<file path="src/inc/udgc_pkg.sv">
// Constants, register map and field layout for the USB device global control block
`default_nettype none
package udgc_pkg;
    localparam logic [11:0] OFF_DEV_CTRL = 12'h000;
    localparam logic [11:0] OFF_DEV_INT = 12'h004;
    localparam logic [11:0] OFF_INT_CLR = 12'h008;
    localparam logic [11:0] OFF_INT_SET = 12'h00C;
    localparam logic [11:0] OFF_INT_EN = 12'h010;
    localparam logic [11:0] OFF_INT_EN_CLR = 12'h014;
    localparam logic [11:0] OFF_INT_EN_SET = 12'h018;
    localparam logic [11:0] OFF_GEN_CTRL = 12'h800;
    localparam logic [11:0] OFF_FEATURES = 12'h81C;
    localparam logic [11:0] OFF_REGION_SIZE = 12'h820;
    localparam logic [11:0] OFF_LABEL_LOW = 12'h824;
    localparam logic [11:0] OFF_LABEL_HIGH = 12'h828;
    localparam logic [11:0] OFF_ROLE_STATE = 12'h82C;
    localparam logic [11:0] OFF_DESC_BASE = 12'h830;

    localparam int BIT_NAK_FORCE = 17;
    localparam int BIT_LOW_SPEED = 12;
    localparam int BIT_REMOTE_WAKE = 9;
    localparam int BIT_DETACH = 8;
    localparam int BIT_ADDR_VALID = 7;
    localparam int BIT_CTRL_ENABLE = 15;
    localparam int BIT_CLK_FREEZE = 14;
    localparam logic [31:0] GEN_CTRL_WMASK = 32'h0000C000;
    localparam int BIT_BUS_IDLE = 0;
    localparam int BIT_SOF = 2;
    localparam int BIT_RESET_END = 3;
    localparam int BIT_WAKEUP = 4;
    localparam int BIT_HOST_RESUME_END = 5;
    localparam int BIT_UP_RESUME = 6;
    localparam int BIT_EP0 = 12;
    localparam int NUM_EP = 7;
    localparam logic [31:0] GLOBAL_MASK = 32'h0000007D;
    localparam logic [31:0] EP_MASK = 32'h0007F000;

    localparam logic [31:0] DEV_CTRL_RESET = 32'h00000100;
    localparam logic [31:0] GEN_CTRL_RESET = 32'h00004000;
    localparam logic [3:0] ROLE_DEVICE = 4'h9;
    localparam logic [31:0] DESC_ALIGN_MASK = 32'hFFFFFFF8;
    // Arbitrary neutral identity values
    localparam logic [31:0] REGION_SIZE = 32'h00001000;
    localparam logic [31:0] LABEL_LOW = 32'h55534244;
    localparam logic [31:0] LABEL_HIGH = 32'h45560000;

    localparam int CLK_HZ = 20000000;
    localparam int SUSPEND_TIME_US = 3000;
    localparam int SUSPEND_CYCLES = CLK_HZ / 1000000 * SUSPEND_TIME_US;
    localparam int RESUME_TIME_US = 1000;
    localparam int RESUME_CYCLES = CLK_HZ / 1000000 * RESUME_TIME_US;

    typedef enum logic [1:0] {
        UDGC_RS_IDLE = 2'b00,
        UDGC_RS_SEND = 2'b01,
        UDGC_RS_DONE = 2'b10
    } udgc_resume_e;
endpackage
`default_nettype wire

</file>
<file path="src/design/udgc_top.sv">
// USB device global control: registers, flags, suspend and resume control
`default_nettype none
module udgc_top #(
    parameter int SUSPEND_CYCLES = udgc_pkg::SUSPEND_CYCLES,
    parameter int RESUME_CYCLES = udgc_pkg::RESUME_CYCLES,
    parameter logic [3:0] EP_COUNT = 4'h7
) (
    input wire logic clk,
    input wire logic reset,
    input wire logic [11:0] reg_addr,
    input wire logic reg_write,
    input wire logic reg_read,
    input wire logic [31:0] reg_wdata,
    output logic [31:0] reg_rdata,
    input wire logic bus_reset,
    input wire logic bus_idle_j,
    input wire logic bus_nonidle,
    input wire logic sof_seen,
    input wire logic [10:0] sof_frame,
    input wire logic end_of_host_resume,
    input wire logic [6:0] ep_irq,
    output logic global_nak_force,
    output logic low_speed_force,
    output logic pullup_detached,
    output logic resume_drive,
    output logic address_valid,
    output logic [6:0] device_address,
    output logic [10:0] frame_number,
    output logic usb_irq
);
    // ------------------------------------------------------------------
    // Input synchronisation
    // ------------------------------------------------------------------
    logic idle_s;
    logic nonidle_s;
    udgc_sync u_sync_idle (
        .clk(clk),
        .reset(reset),
        .din(bus_idle_j),
        .dout(idle_s)
    );
    udgc_sync u_sync_wake (
        .clk(clk),
        .reset(reset),
        .din(bus_nonidle),
        .dout(nonidle_s)
    );

    // ------------------------------------------------------------------
    // Register decode
    // ------------------------------------------------------------------
    wire wr_ctrl = reg_write && (reg_addr == udgc_pkg::OFF_DEV_CTRL);
    wire wr_iclr = reg_write && (reg_addr == udgc_pkg::OFF_INT_CLR);
    wire wr_iset = reg_write && (reg_addr == udgc_pkg::OFF_INT_SET);
    wire wr_eclr = reg_write && (reg_addr == udgc_pkg::OFF_INT_EN_CLR);
    wire wr_eset = reg_write && (reg_addr == udgc_pkg::OFF_INT_EN_SET);
    wire wr_gen = reg_write && (reg_addr == udgc_pkg::OFF_GEN_CTRL);
    wire wr_desc = reg_write && (reg_addr == udgc_pkg::OFF_DESC_BASE);

    logic [31:0] gen_ctrl_q;
    logic [31:0] desc_q;
    logic nak_force_q;
    logic low_speed_q;
    logic detach_q;
    logic addr_valid_q;
    logic [6:0] dev_addr_q;
    logic [31:0] flags_q;
    logic [31:0] flags_d;
    logic [31:0] inten_q;
    logic [10:0] fnum_q;
    udgc_pkg::udgc_resume_e rs_q;
    udgc_pkg::udgc_resume_e rs_d;
    logic [$clog2(RESUME_CYCLES+1)-1:0] rs_cnt_q;

    wire frozen = gen_ctrl_q[udgc_pkg::BIT_CLK_FREEZE] || !gen_ctrl_q[udgc_pkg::BIT_CTRL_ENABLE];
    wire ctrl_ok = wr_ctrl && !frozen;
    wire resume_busy = (rs_q == udgc_pkg::UDGC_RS_SEND);

    // ------------------------------------------------------------------
    // Control and descriptor registers
    // ------------------------------------------------------------------
    always_ff @(posedge clk or posedge reset) begin
        if (reset) begin
            gen_ctrl_q <= udgc_pkg::GEN_CTRL_RESET;
            desc_q <= '0;
        end else begin
            if (wr_gen) begin
                gen_ctrl_q <= reg_wdata & udgc_pkg::GEN_CTRL_WMASK;
            end
            if (wr_desc) begin
                desc_q <= reg_wdata & udgc_pkg::DESC_ALIGN_MASK;
            end
        end
    end

    // Speed bit sits outside the enable gating so disable never touches it
    always_ff @(posedge clk or posedge reset) begin
        if (reset) begin
            low_speed_q <= udgc_pkg::DEV_CTRL_RESET[udgc_pkg::BIT_LOW_SPEED];
        end else if (wr_ctrl) begin
            low_speed_q <= reg_wdata[udgc_pkg::BIT_LOW_SPEED];
        end
    end

    always_ff @(posedge clk or posedge reset) begin
        if (reset) begin
            nak_force_q <= udgc_pkg::DEV_CTRL_RESET[udgc_pkg::BIT_NAK_FORCE];
            detach_q <= udgc_pkg::DEV_CTRL_RESET[udgc_pkg::BIT_DETACH];
            addr_valid_q <= 1'b0;
            dev_addr_q <= '0;
        end else if (bus_reset) begin
            addr_valid_q <= 1'b0;
            dev_addr_q <= '0;
        end else if (ctrl_ok) begin
            nak_force_q <= reg_wdata[udgc_pkg::BIT_NAK_FORCE];
            detach_q <= reg_wdata[udgc_pkg::BIT_DETACH];
            dev_addr_q <= reg_wdata[6:0];
            if (reg_wdata[udgc_pkg::BIT_ADDR_VALID]) begin
                addr_valid_q <= 1'b1;
            end
        end
    end

    // ------------------------------------------------------------------
    // Upstream resume sequencer
    // ------------------------------------------------------------------
    wire rs_start = ctrl_ok && reg_wdata[udgc_pkg::BIT_REMOTE_WAKE];
    wire rs_end = (rs_cnt_q == RESUME_CYCLES[$clog2(RESUME_CYCLES+1)-1:0]);

    always_comb begin
        rs_d = rs_q;
        unique case (rs_q)
            udgc_pkg::UDGC_RS_IDLE: begin
                if (rs_start) begin
                    rs_d = udgc_pkg::UDGC_RS_SEND;
                end
            end
            udgc_pkg::UDGC_RS_SEND: begin
                if (bus_reset) begin
                    rs_d = udgc_pkg::UDGC_RS_IDLE;
                end else if (rs_end) begin
                    rs_d = udgc_pkg::UDGC_RS_DONE;
                end
            end
            udgc_pkg::UDGC_RS_DONE: begin
                rs_d = udgc_pkg::UDGC_RS_IDLE;
            end
            default: begin
                rs_d = udgc_pkg::UDGC_RS_IDLE;
            end
        endcase
    end

    always_ff @(posedge clk or posedge reset) begin
        if (reset) begin
            rs_q <= udgc_pkg::UDGC_RS_IDLE;
            rs_cnt_q <= '0;
        end else begin
            rs_q <= rs_d;
            rs_cnt_q <= resume_busy ? rs_cnt_q + 1'b1 : '0;
        end
    end

    // ------------------------------------------------------------------
    // Suspend detection
    // ------------------------------------------------------------------
    logic idle_expired;
    logic idle_expired_q;
    udgc_timer #(
        .LIMIT(SUSPEND_CYCLES)
    ) u_idle_timer (
        .clk(clk),
        .reset(reset),
        .run(idle_s),
        .expired(idle_expired)
    );
    logic nonidle_q;
    always_ff @(posedge clk or posedge reset) begin
        if (reset) begin
            idle_expired_q <= 1'b0;
            nonidle_q <= 1'b0;
        end else begin
            idle_expired_q <= idle_expired;
            nonidle_q <= nonidle_s;
        end
    end
    wire bus_idle_flag_ev = idle_expired && !idle_expired_q;
    wire wake_ev = nonidle_s && !nonidle_q;

    // ------------------------------------------------------------------
    // Interrupt flags, hardware set wins over software clear
    // ------------------------------------------------------------------
    logic [31:0] hw_set;
    always_comb begin
        hw_set = '0;
        hw_set[udgc_pkg::BIT_BUS_IDLE] = bus_idle_flag_ev;
        hw_set[udgc_pkg::BIT_SOF] = sof_seen;
        hw_set[udgc_pkg::BIT_RESET_END] = bus_reset;
        hw_set[udgc_pkg::BIT_WAKEUP] = wake_ev;
        hw_set[udgc_pkg::BIT_HOST_RESUME_END] = end_of_host_resume;
        hw_set[udgc_pkg::BIT_UP_RESUME] = rs_start && (rs_q == udgc_pkg::UDGC_RS_IDLE);
    end

    wire [31:0] sw_set = wr_iset ? (reg_wdata & udgc_pkg::GLOBAL_MASK) : 32'h00000000;
    // Clears are taken even while frozen, so software can always acknowledge
    wire [31:0] sw_clr = wr_iclr ? (reg_wdata & udgc_pkg::GLOBAL_MASK) : 32'h00000000;

    always_comb begin
        flags_d = (flags_q & ~sw_clr) | sw_set | hw_set;
        if (hw_set[udgc_pkg::BIT_WAKEUP]) begin
            flags_d[udgc_pkg::BIT_BUS_IDLE] = 1'b0;
        end
        if (hw_set[udgc_pkg::BIT_BUS_IDLE]) begin
            flags_d[udgc_pkg::BIT_WAKEUP] = 1'b0;
        end
        // Endpoint summaries follow their sources; no direct write path
        flags_d[udgc_pkg::BIT_EP0 +: udgc_pkg::NUM_EP] = ep_irq;
        flags_d = flags_d & (udgc_pkg::GLOBAL_MASK | udgc_pkg::EP_MASK);
    end

    always_ff @(posedge clk or posedge reset) begin
        if (reset) begin
            flags_q <= '0;
            inten_q <= '0;
            fnum_q <= '0;
        end else begin
            flags_q <= flags_d;
            if (wr_eset) begin
                inten_q <= inten_q | (reg_wdata & (udgc_pkg::GLOBAL_MASK | udgc_pkg::EP_MASK));
            end else if (wr_eclr) begin
                inten_q <= inten_q & ~reg_wdata;
            end
            if (sof_seen) begin
                fnum_q <= sof_frame;
            end
        end
    end

    assign usb_irq = |(flags_q & inten_q);

    // ------------------------------------------------------------------
    // Read mux
    // ------------------------------------------------------------------
    wire [31:0] ctrl_rd = {14'h0000, nak_force_q, 4'h0, low_speed_q, 2'h0, resume_busy, detach_q, addr_valid_q, dev_addr_q};
    always_ff @(posedge clk or posedge reset) begin
        if (reset) begin
            reg_rdata <= '0;
        end else if (reg_read) begin
            unique case (reg_addr)
                udgc_pkg::OFF_DEV_CTRL: reg_rdata <= ctrl_rd;
                udgc_pkg::OFF_DEV_INT: reg_rdata <= flags_q;
                udgc_pkg::OFF_INT_EN: reg_rdata <= inten_q;
                udgc_pkg::OFF_GEN_CTRL: reg_rdata <= gen_ctrl_q;
                udgc_pkg::OFF_FEATURES: reg_rdata <= {28'h0000000, EP_COUNT};
                udgc_pkg::OFF_REGION_SIZE: reg_rdata <= udgc_pkg::REGION_SIZE;
                udgc_pkg::OFF_LABEL_LOW: reg_rdata <= udgc_pkg::LABEL_LOW;
                udgc_pkg::OFF_LABEL_HIGH: reg_rdata <= udgc_pkg::LABEL_HIGH;
                udgc_pkg::OFF_ROLE_STATE: reg_rdata <= {28'h0000000, udgc_pkg::ROLE_DEVICE};
                udgc_pkg::OFF_DESC_BASE: reg_rdata <= desc_q;
                default: reg_rdata <= '0;
            endcase
        end
    end

    assign global_nak_force = nak_force_q;
    assign low_speed_force = low_speed_q;
    assign pullup_detached = detach_q;
    assign resume_drive = resume_busy;
    assign address_valid = addr_valid_q;
    assign device_address = dev_addr_q;
    assign frame_number = fnum_q;
endmodule
`default_nettype wire

</file>
<file path="src/design/udgc_sync.sv">
// Three-stage input synchroniser with agreement filter
`default_nettype none
module udgc_sync (
    input wire logic clk,
    input wire logic reset,
    input wire logic din,
    output logic dout
);
    logic s1_q;
    logic s2_q;
    logic s3_q;
    always_ff @(posedge clk or posedge reset) begin
        if (reset) begin
            s1_q <= 1'b0;
            s2_q <= 1'b0;
            s3_q <= 1'b0;
            dout <= 1'b0;
        end else begin
            s1_q <= din;
            s2_q <= s1_q;
            s3_q <= s2_q;
            if (s2_q == s3_q) begin
                dout <= s3_q;
            end
        end
    end
endmodule
`default_nettype wire

</file>
<file path="src/design/udgc_timer.sv">
// Saturating run-length counter that flags when a level lasted long enough
`default_nettype none
module udgc_timer #(
    parameter int LIMIT = 60000
) (
    input wire logic clk,
    input wire logic reset,
    input wire logic run,
    output logic expired
);
    logic [$clog2(LIMIT+1)-1:0] cnt_q;
    always_ff @(posedge clk or posedge reset) begin
        if (reset) begin
            cnt_q <= '0;
        end else if (!run) begin
            cnt_q <= '0;
        end else if (cnt_q != LIMIT[$clog2(LIMIT+1)-1:0]) begin
            cnt_q <= cnt_q + 1'b1;
        end
    end
    assign expired = (cnt_q == LIMIT[$clog2(LIMIT+1)-1:0]);
endmodule
`default_nettype wire

</file>
<file path="config.mk">
export PLATFORM = sky130hd
export DESIGN_NAME = udgc_top
export DESIGN_NICKNAME = d
export VERILOG_FILES = /design/src/inc/udgc_pkg.sv /design/src/design/udgc_top.sv /design/src/design/udgc_sync.sv /design/src/design/udgc_timer.sv
export SDC_FILE = /design/constraint.sdc
export NUM_CORES = 1
export LEC_CHECK = 0
export BUFFER_PORTS_ARGS = -buffer_cell sky130_fd_sc_hd__buf_4
export CAP_MARGIN = 25
export CORE_MARGIN = 1
export CORE_UTILIZATION = 45
export CTS_BUF_LIST = sky130_fd_sc_hd__clkbuf_2 sky130_fd_sc_hd__clkbuf_4 sky130_fd_sc_hd__clkbuf_8
export DETAILED_ROUTE_END_ITERATION = 8
export GPL_TIMING_DRIVEN = 0
export MAX_ROUTING_LAYER = met4
export PLACE_DENSITY = 0.67
export SLEW_MARGIN = 20
export SYNTH_ARGS = -nofsm -noshare
export SYNTH_HDL_FRONTEND = slang
export SYNTH_SLANG_ARGS = --single-unit
</file>
<file path="constraint.sdc">
create_clock -name clk -period 4.5 [get_ports clk]
set_input_delay 0.225 -clock clk [delete_from_list [all_inputs] [get_ports clk]]
set_output_delay 0.225 -clock clk [all_outputs]
set_load 0.01 [all_outputs]
</file>
== Word level (Yosys, flattened, before mapping) ==
Cells that the tools add are included.

* Reduce and logical (&&, ||, !) cells: 26
* Muxes and demuxes: 19
* $add $sub $neg: 2
* Equal/unequal tests: 22
* Bitwise operators: 9

{| class="wikitable"
|+ Operators by type and width
! kind !! count
|-
| case mux 32 bit (10 select lines) || 1
|-
| equality test 12 bit (second input constant) || 7
|-
| two-way mux 32 bit || 2
|-
| equality test 12 x 5 -> 1 bit (second input constant) || 3
|-
| bitwise AND 19 x 32 -> 32 bit || 1
|-
| bitwise AND 32 bit || 1
|-
| two-way mux 16 bit || 2
|-
| inverter 32 bit || 1
|-
| bitwise OR 32 x 19 -> 32 bit || 1
|-
| OR reduction 32 bit || 1
|-
| two-way mux 7 bit || 4
|-
| equality test 12 x 4 -> 1 bit (second input constant) || 2
|-
| adder 16 x 1 -> 16 bit (second input constant) || 1
|-
| equality test 16 bit (second input constant) || 1
|-
| != test 16 bit (second input constant) || 1
|-
| adder 15 x 1 -> 15 bit (second input constant) || 1
|-
| equality test 15 bit (second input constant) || 1
|-
| two-way mux 15 bit || 1
|-
| bitwise OR 7 bit || 2
|-
| equality test 12 x 3 -> 1 bit (second input constant) || 1
|-
| logical AND 1 bit || 12
|-
| logical NOT 12 bit || 1
|-
| bitwise AND 7 bit || 1
|-
| inverter 7 bit || 1
|-
| other kinds (14) || 28
|}

* Flip-flop bits (word level): 173
* Input bits: 71
* Output and inout bits: 56

== Depth between registers and ports, before layout ==
* Depth after elaboration: 8
* Depth in mapped cells: 7

== Cells and area by module ==
From an unflattened synthesis, not the netlist that was laid out.

* Cells, all modules: 656
* Area, all modules: 7611.0 um2

{| class="wikitable"
|+ Modules (own cells, without submodules)
! module !! times used !! area each (um2) !! seq. area each (um2) !! cells an instance
|-
| udgc_top || 1 || 6476.2 || 3731.1 || 549
|-
| udgc_timer || 1 || 904.6 || 400.4 || 95
|-
| udgc_sync || 2 || 115.1 || 100.1 || 6
|}

== Worst setup path after synthesis ==
OpenSTA, ideal clock, no wires.

* Path type: input-to-reg
* Start: in reg_addr[3]
* End: reg desc_q[10]
* Required time: 4375 ps
* Path slack: 2576 ps
* Arrival: 1799 ps
* Path buffers: 3
* Cell stages on the path: 7
* Cells stage by stage: or4_1 -> buf_6 -> nor4_4 -> nand2_1 -> buf_6 -> buf_6 -> mux2_4

* Word-level cells in the longest chain between the ends: 2

{| class="wikitable"
|+ Ends and longest elaborated chain
! item !! line !! text
|-
| start, declared || udgc_top.sv:10 || <nowiki>input wire logic [11:0] reg_addr,</nowiki>
|-
| equality test 12 bit || udgc_top.sv:58 || <nowiki>wire wr_desc = reg_write && (reg_addr == udgc_pkg::OFF_DESC_BASE);</nowiki>
|-
| logical AND 1 bit || udgc_top.sv:58 ||
|-
| end signal, assigned || udgc_top.sv:91 || <nowiki>desc_q <= reg_wdata & udgc_pkg::DESC_ALIGN_MASK;</nowiki>
|-
| end, declared || udgc_top.sv:61 || <nowiki>logic [31:0] desc_q;</nowiki>
|}

Every way passes these cells.
A chain may end at the register's enable or synchronous reset.

== Final worst setup path ==
* Start: in reg_addr[4]
* End: reg nak_force_q, in the netlist global_nak_force

* Word-level cells in the longest chain between the ends: 4

{| class="wikitable"
|+ Ends and longest elaborated chain
! item !! line !! text
|-
| logical NOT 12 bit || udgc_top.sv:52 || <nowiki>wire wr_ctrl = reg_write && (reg_addr == udgc_pkg::OFF_DEV_CTRL);</nowiki>
|-
| logical AND 1 bit || udgc_top.sv:52 ||
|-
| logical AND 1 bit || udgc_top.sv:76 || <nowiki>wire ctrl_ok = wr_ctrl && !frozen;</nowiki>
|-
| AND reduction 2 bit (no source line) || - ||
|-
| end signal, assigned || udgc_top.sv:107 || <nowiki>nak_force_q <= udgc_pkg::DEV_CTRL_RESET[udgc_pkg::BIT_NAK_FORCE];</nowiki>
|-
| end signal, assigned || udgc_top.sv:115 || <nowiki>nak_force_q <= reg_wdata[udgc_pkg::BIT_NAK_FORCE];</nowiki>
|-
| end, declared || udgc_top.sv:62 || <nowiki>logic nak_force_q;</nowiki>
|}

Every way passes these cells.

==> run_summary.xml <==
<?xml version="1.0" encoding="UTF-8"?>
<metrics>
  <group name="setup_path">
    <metric name="cp-startpoint" unit="">reg_addr[4]</metric>
    <metric name="criticalPathCategory" unit="">in2reg</metric>
    <metric name="regToRegSetupSlack" unit="ns">2.54</metric>
    <metric name="critical_path.cell_chain" unit="">buf_4 -&gt; buf_2 -&gt; nor4_2 -&gt; nand3_1 -&gt; nor3_1 -&gt; mux2_2</metric>
    <metric name="worst_r2r_path_depth" unit="">4</metric>
    <metric name="critPathTopFamily" unit="">simple AND/OR/NAND/NOR gates</metric>
    <metric name="data_arrival_critical_path" unit="ns">2.79</metric>
    <metric name="critical_path.reg2reg.startpoint" unit="">rs_cnt_q[12]$_DFF_PP0_</metric>
    <metric name="worst_setup_path_start_kind" unit="">primary input</metric>
    <metric name="critical_path.slowest_cell" unit="">sky130_fd_sc_hd__nor4_2</metric>
    <metric name="timing.critical_path.fanout_max" unit="">10</metric>
    <metric name="timing.rr.end" unit="">rs_q[0]$_DFFE_PP0P_</metric>
    <metric name="crit_path_end_kind" unit="">register</metric>
    <metric name="critPathRequiredTime" unit="ns">4.84</metric>
    <metric name="timing.critical_path.slowest_cell_delay" unit="ns">0.84</metric>
    <metric name="crit_buf_inv" unit="">2</metric>
  </group>
  <group name="clock_tree">
    <metric name="tritoncts" unit="">built</metric>
    <metric name="cts-root-to-sink-buffers" unit="">2</metric>
    <metric name="clkSlewWorstSetupHoldPaths" unit="ns">0.08</metric>
    <metric name="cts_root_buf" unit="">sky130_fd_sc_hd__clkbuf_8</metric>
    <metric name="cts_sinks" unit="">173</metric>
    <metric name="worst_skew_pair.late_latency" unit="ns">0.45</metric>
    <metric name="cts_made_buffers" unit="">17</metric>
    <metric name="cts.htree.levels" unit="">4</metric>
  </group>
  <group name="yosys">
    <metric name="synth_area_leaders" unit="">sky130_fd_sc_hd__dfrtp_1, sky130_fd_sc_hd__mux2_2, sky130_fd_sc_hd__a21oi_1</metric>
    <metric name="synth.mux.area_fraction" unit="%">7.91</metric>
    <metric name="synth-edff-count" unit="">0</metric>
    <metric name="synth_compound_gate_area_share" unit="%">13.8</metric>
    <metric name="area_share_of_the_leading_cell_type_in_the_synthesized_netlist" unit="%">56.6</metric>
    <metric name="ys_flop_type" unit="">sky130_fd_sc_hd__dfrtp_1</metric>
    <metric name="yosysWarnings" unit="">0</metric>
    <metric name="syn-instance-count" unit="">657</metric>
    <metric name="post_synth_instance_area" unit="um2">7560</metric>
    <metric name="async_reset_ff_share" unit="%">100</metric>
    <metric name="post_synth_xor_area_fraction" unit="%">2.32</metric>
    <metric name="post_synth_and_or_nand_nor_area_fraction" unit="%">15.0</metric>
    <metric name="synth_top_family_by_area" unit="">simple AND/OR/NAND/NOR gates</metric>
    <metric name="synth.net_count" unit="">732</metric>
    <metric name="seq_area_frac_synth" unit="%">57.3</metric>
    <metric name="synthDistinctLibCells" unit="">52</metric>
    <metric name="synth_top_cell_by_area" unit="">sky130_fd_sc_hd__dfrtp_1</metric>
    <metric name="post_synthesis_share_of_cell_area_spent_on_full_adders_half_adders_and_majority_gates" unit="%">0.927</metric>
    <metric name="synthesis.area_per_instance" unit="um2">11.5</metric>
    <metric name="synth-seq-cells" unit="">173</metric>
  </group>
  <group name="finish">
    <metric name="areaGrowthSynthToFinish" unit="%">30.2</metric>
    <metric name="finalNetCount" unit="">935</metric>
    <metric name="drive_gt1_share" unit="%">27.8</metric>
    <metric name="finish.cell_count_without_fillers" unit="">1093</metric>
    <metric name="num_antenna_cells" unit="">0</metric>
  </group>
  <group name="sta">
    <metric name="setup_violations" unit="">0</metric>
    <metric name="maxSlewHeadroom" unit="%">37.0</metric>
    <metric name="fmax" unit="MHz">408</metric>
    <metric name="setup_total_negative_slack" unit="ns">0</metric>
    <metric name="number_of_pins_with_negative_max_slew_slack_in_the_final_report" unit="">0</metric>
    <metric name="grt_setup_unrepaired" unit="">no</metric>
    <metric name="tightest_slew" unit="ns">0.937</metric>
    <metric name="clock_period_minus_worst_slack" unit="ns">2.45</metric>
    <metric name="fin_skew" unit="ns">0.0150</metric>
    <metric name="layout_worst_path_cycle_share" unit="%">54.5</metric>
    <metric name="number_of_endpoints_with_negative_hold_slack_in_the_final_report" unit="">0</metric>
  </group>
  <group name="placed_design">
    <metric name="post-place-cells" unit="">1007</metric>
    <metric name="buffer_ports.inserted" unit="">125</metric>
    <metric name="finalWeightedCongestion" unit="">0.897</metric>
    <metric name="dp_hpwl" unit="um">14700</metric>
  </group>
  <group name="global_route">
    <metric name="wire_length_of_the_first_global_routing_pass" unit="um">33800</metric>
    <metric name="grt_antenna_before_repair" unit="">0</metric>
    <metric name="grt_pass1_vias" unit="">6387</metric>
    <metric name="grt_util_all_layers" unit="%">25.8</metric>
    <metric name="grt_start_max_net_pins" unit="">35</metric>
    <metric name="gr-total-overflow" unit="">0</metric>
  </group>
  <group name="power">
    <metric name="leakage" unit="uW">0.00437</metric>
    <metric name="peakVddDrop" unit="uV">228</metric>
    <metric name="pd_cells" unit="nW/um2">313</metric>
  </group>
  <group name="die">
    <metric name="die_boundary_height" unit="um">132</metric>
    <metric name="floorplan.initialDensity" unit="%">45.9</metric>
    <metric name="rows" unit="">47</metric>
    <metric name="dieArea" unit="um2">17300</metric>
    <metric name="die_w" unit="um">132</metric>
    <metric name="design.core.area" unit="um2">16500</metric>
    <metric name="io_pins" unit="">127</metric>
  </group>
  <group name="run">
    <metric name="max-cap-violations" unit="">0</metric>
  </group>
  <group name="hold_path">
    <metric name="hp-class" unit="">in2reg</metric>
    <metric name="worst_hold_startpoint" unit="">sof_seen</metric>
    <metric name="min_path_cells" unit="">2</metric>
    <metric name="min_to" unit="">frame_number[0]$_DFFE_PP0P_</metric>
  </group>
  <group name="drt">
    <metric name="totalWireLength" unit="um">20700</metric>
    <metric name="via_count" unit="">6197</metric>
    <metric name="wire_per_inst" unit="um">18.9</metric>
    <metric name="drt-pass1-iter-count" unit="">5</metric>
    <metric name="drt_initial_violations" unit="">494</metric>
    <metric name="final_routed_drc_violation_total" unit="">0</metric>
    <metric name="final_antenna_net_count" unit="">0</metric>
    <metric name="routed_via_density" unit="">5.67</metric>
  </group>
  <group name="status">
    <metric name="run_status" unit="">complete, no violations</metric>
  </group>
</metrics>
==> cell families (layout without fill, tap and decap cells) <==
group,Yosys count,after routing
flip-flops,173,173
AND/OR/NAND/NOR,201,201
adder cells (fa/ha/maj),6,6
AO/OA/AOI/OAI,160,160
multiplexers,50,50
XOR/XNOR,20,20
buffers and inverters,47,263
==> worst max path at each step <==
stage / depth (start not counted) / endpoint
after detailed placement: 6 / global_nak_force$_DFFE_PP0P_
final: 6 / global_nak_force$_DFFE_PP0P_
after floorplan: 1 / async pin
after global routing: 6 / global_nak_force$_DFFE_PP0P_
after global placement: 2 / frame_number[0]$_DFFE_PP0P_
after CTS: 6 / global_nak_force$_DFFE_PP0P_
==> synthesized netlist by cell type (11+ instances only) <==
cell,n
sky130_fd_sc_hd__a21boi_0,20
sky130_fd_sc_hd__a21oi_1,57
sky130_fd_sc_hd__a221oi_1,11
sky130_fd_sc_hd__a22oi_1,25
sky130_fd_sc_hd__a31oi_1,13
sky130_fd_sc_hd__buf_2,11
sky130_fd_sc_hd__clkbuf_1,13
sky130_fd_sc_hd__dfrtp_1,171
sky130_fd_sc_hd__inv_1,18
sky130_fd_sc_hd__mux2_2,38
sky130_fd_sc_hd__nand2_1,30
sky130_fd_sc_hd__nand3_1,21
sky130_fd_sc_hd__nor2_1,68
sky130_fd_sc_hd__nor3_1,13
sky130_fd_sc_hd__o21ai_0,15
sky130_fd_sc_hd__xnor2_1,14
==> through the flow <==
stage | hold WS, ns | total power (uW) | setup WS (ns) | util (%) | instance area [um2]
2_1_floorplan | 0.256 | 1770 | 2.07 | - | 7560
4_1_cts | 0.00673 | 3110 | 2.16 | 59.8 | 9840
6_report | 0.0408 | 3080 | 2.05 | 59.8 | 9840
3_3_place_gp | 0.336 | 1900 | 1.12 | 53.3 | 8780
5_1_grt | 0.0248 | 3200 | 1.90 | 59.8 | 9840
3_5_place_dp | 0.309 | 1920 | 1.67 | 53.9 | 8880
==> state kept, by name, indices dropped and copies added (netlist names), 2 cells and up, named ones only <==
| signal | count |
|---|---|
| inten_q | 19 |
| desc_q | 29 |
| rs_cnt_q | 15 |
| flags_q | 13 |
| gen_ctrl_q | 2 |
| rs_q | 2 |
| reg_rdata | 32 |
| frame_number | 11 |
| device_address | 7 |
| u_idle_timer.cnt_q | 16 |
==> layout make-up <==
cell class,count,area [um2]
plain buffers,29,145
clock buffers,22,290
clock inverters,10,135
fillers,1368,6620
inverters,18,71.3
multi-input cells,437,3020
flip-flops and latches,173,4330
well taps,220,275
repair buffers,184,1580
==> timing repair <==
item                      4_1_cts  5_1_grt
hold endpoints to repair       94        0
buffers inserted                0        0
hold buffers                   54        0
resized for setup               0        0
==> power by group <==
part | internal, uW | total (uW) | switching [uW]
Clock | 605 | 1150 | 544
Sequential | 1600 | 1630 | 31.0
Combinational | 154 | 303 | 148
Total | 2360 | 3080 | 723
==> per-layer routing <==
metal	vias to the layer above	track usage [%]	part of all wire, %
li1	2808	-	-
met1	3124	31.6	42
met2	216	42.4	50
met3	49	4.78	5.2
met4	0	10.2	2.3
met5	-	-	0
==> cell usage in the layout (no fill, tap or decap), types with 4 or more instances in the layout <==
| master | n |
|---|---|
| sky130_fd_sc_hd__inv_1 | 17 |
| sky130_fd_sc_hd__clkbuf_1 | 13 |
| sky130_fd_sc_hd__clkbuf_8 | 20 |
| sky130_fd_sc_hd__nand2_1 | 30 |
| sky130_fd_sc_hd__a21boi_0 | 20 |
| sky130_fd_sc_hd__nor2_1 | 68 |
| sky130_fd_sc_hd__o21ai_0 | 15 |
| sky130_fd_sc_hd__buf_2 | 11 |
| sky130_fd_sc_hd__a22o_1 | 6 |
| sky130_fd_sc_hd__nand2b_1 | 4 |
| sky130_fd_sc_hd__a31oi_1 | 13 |
| sky130_fd_sc_hd__nor3_1 | 13 |
| sky130_fd_sc_hd__nor4_4 | 4 |
| sky130_fd_sc_hd__a221oi_1 | 11 |
| sky130_fd_sc_hd__ha_1 | 4 |
| sky130_fd_sc_hd__nor4_1 | 10 |
| sky130_fd_sc_hd__buf_12 | 5 |
| sky130_fd_sc_hd__dfrtp_1 | 171 |
| sky130_fd_sc_hd__xor2_1 | 6 |
| sky130_fd_sc_hd__buf_4 | 125 |
| sky130_fd_sc_hd__mux2_2 | 38 |
| sky130_fd_sc_hd__or4b_2 | 5 |
| sky130_fd_sc_hd__or4_1 | 7 |
| sky130_fd_sc_hd__xnor2_1 | 14 |
| sky130_fd_sc_hd__a22oi_1 | 25 |
| sky130_fd_sc_hd__nand3_1 | 21 |
| sky130_fd_sc_hd__nand4_1 | 6 |
| sky130_fd_sc_hd__mux2_4 | 10 |
| sky130_fd_sc_hd__clkinv_2 | 4 |
| sky130_fd_sc_hd__a21oi_1 | 57 |
| sky130_fd_sc_hd__or3_1 | 9 |
| sky130_fd_sc_hd__dlygate4sd3_1 | 54 |
(Power assumes the default switching activity.)
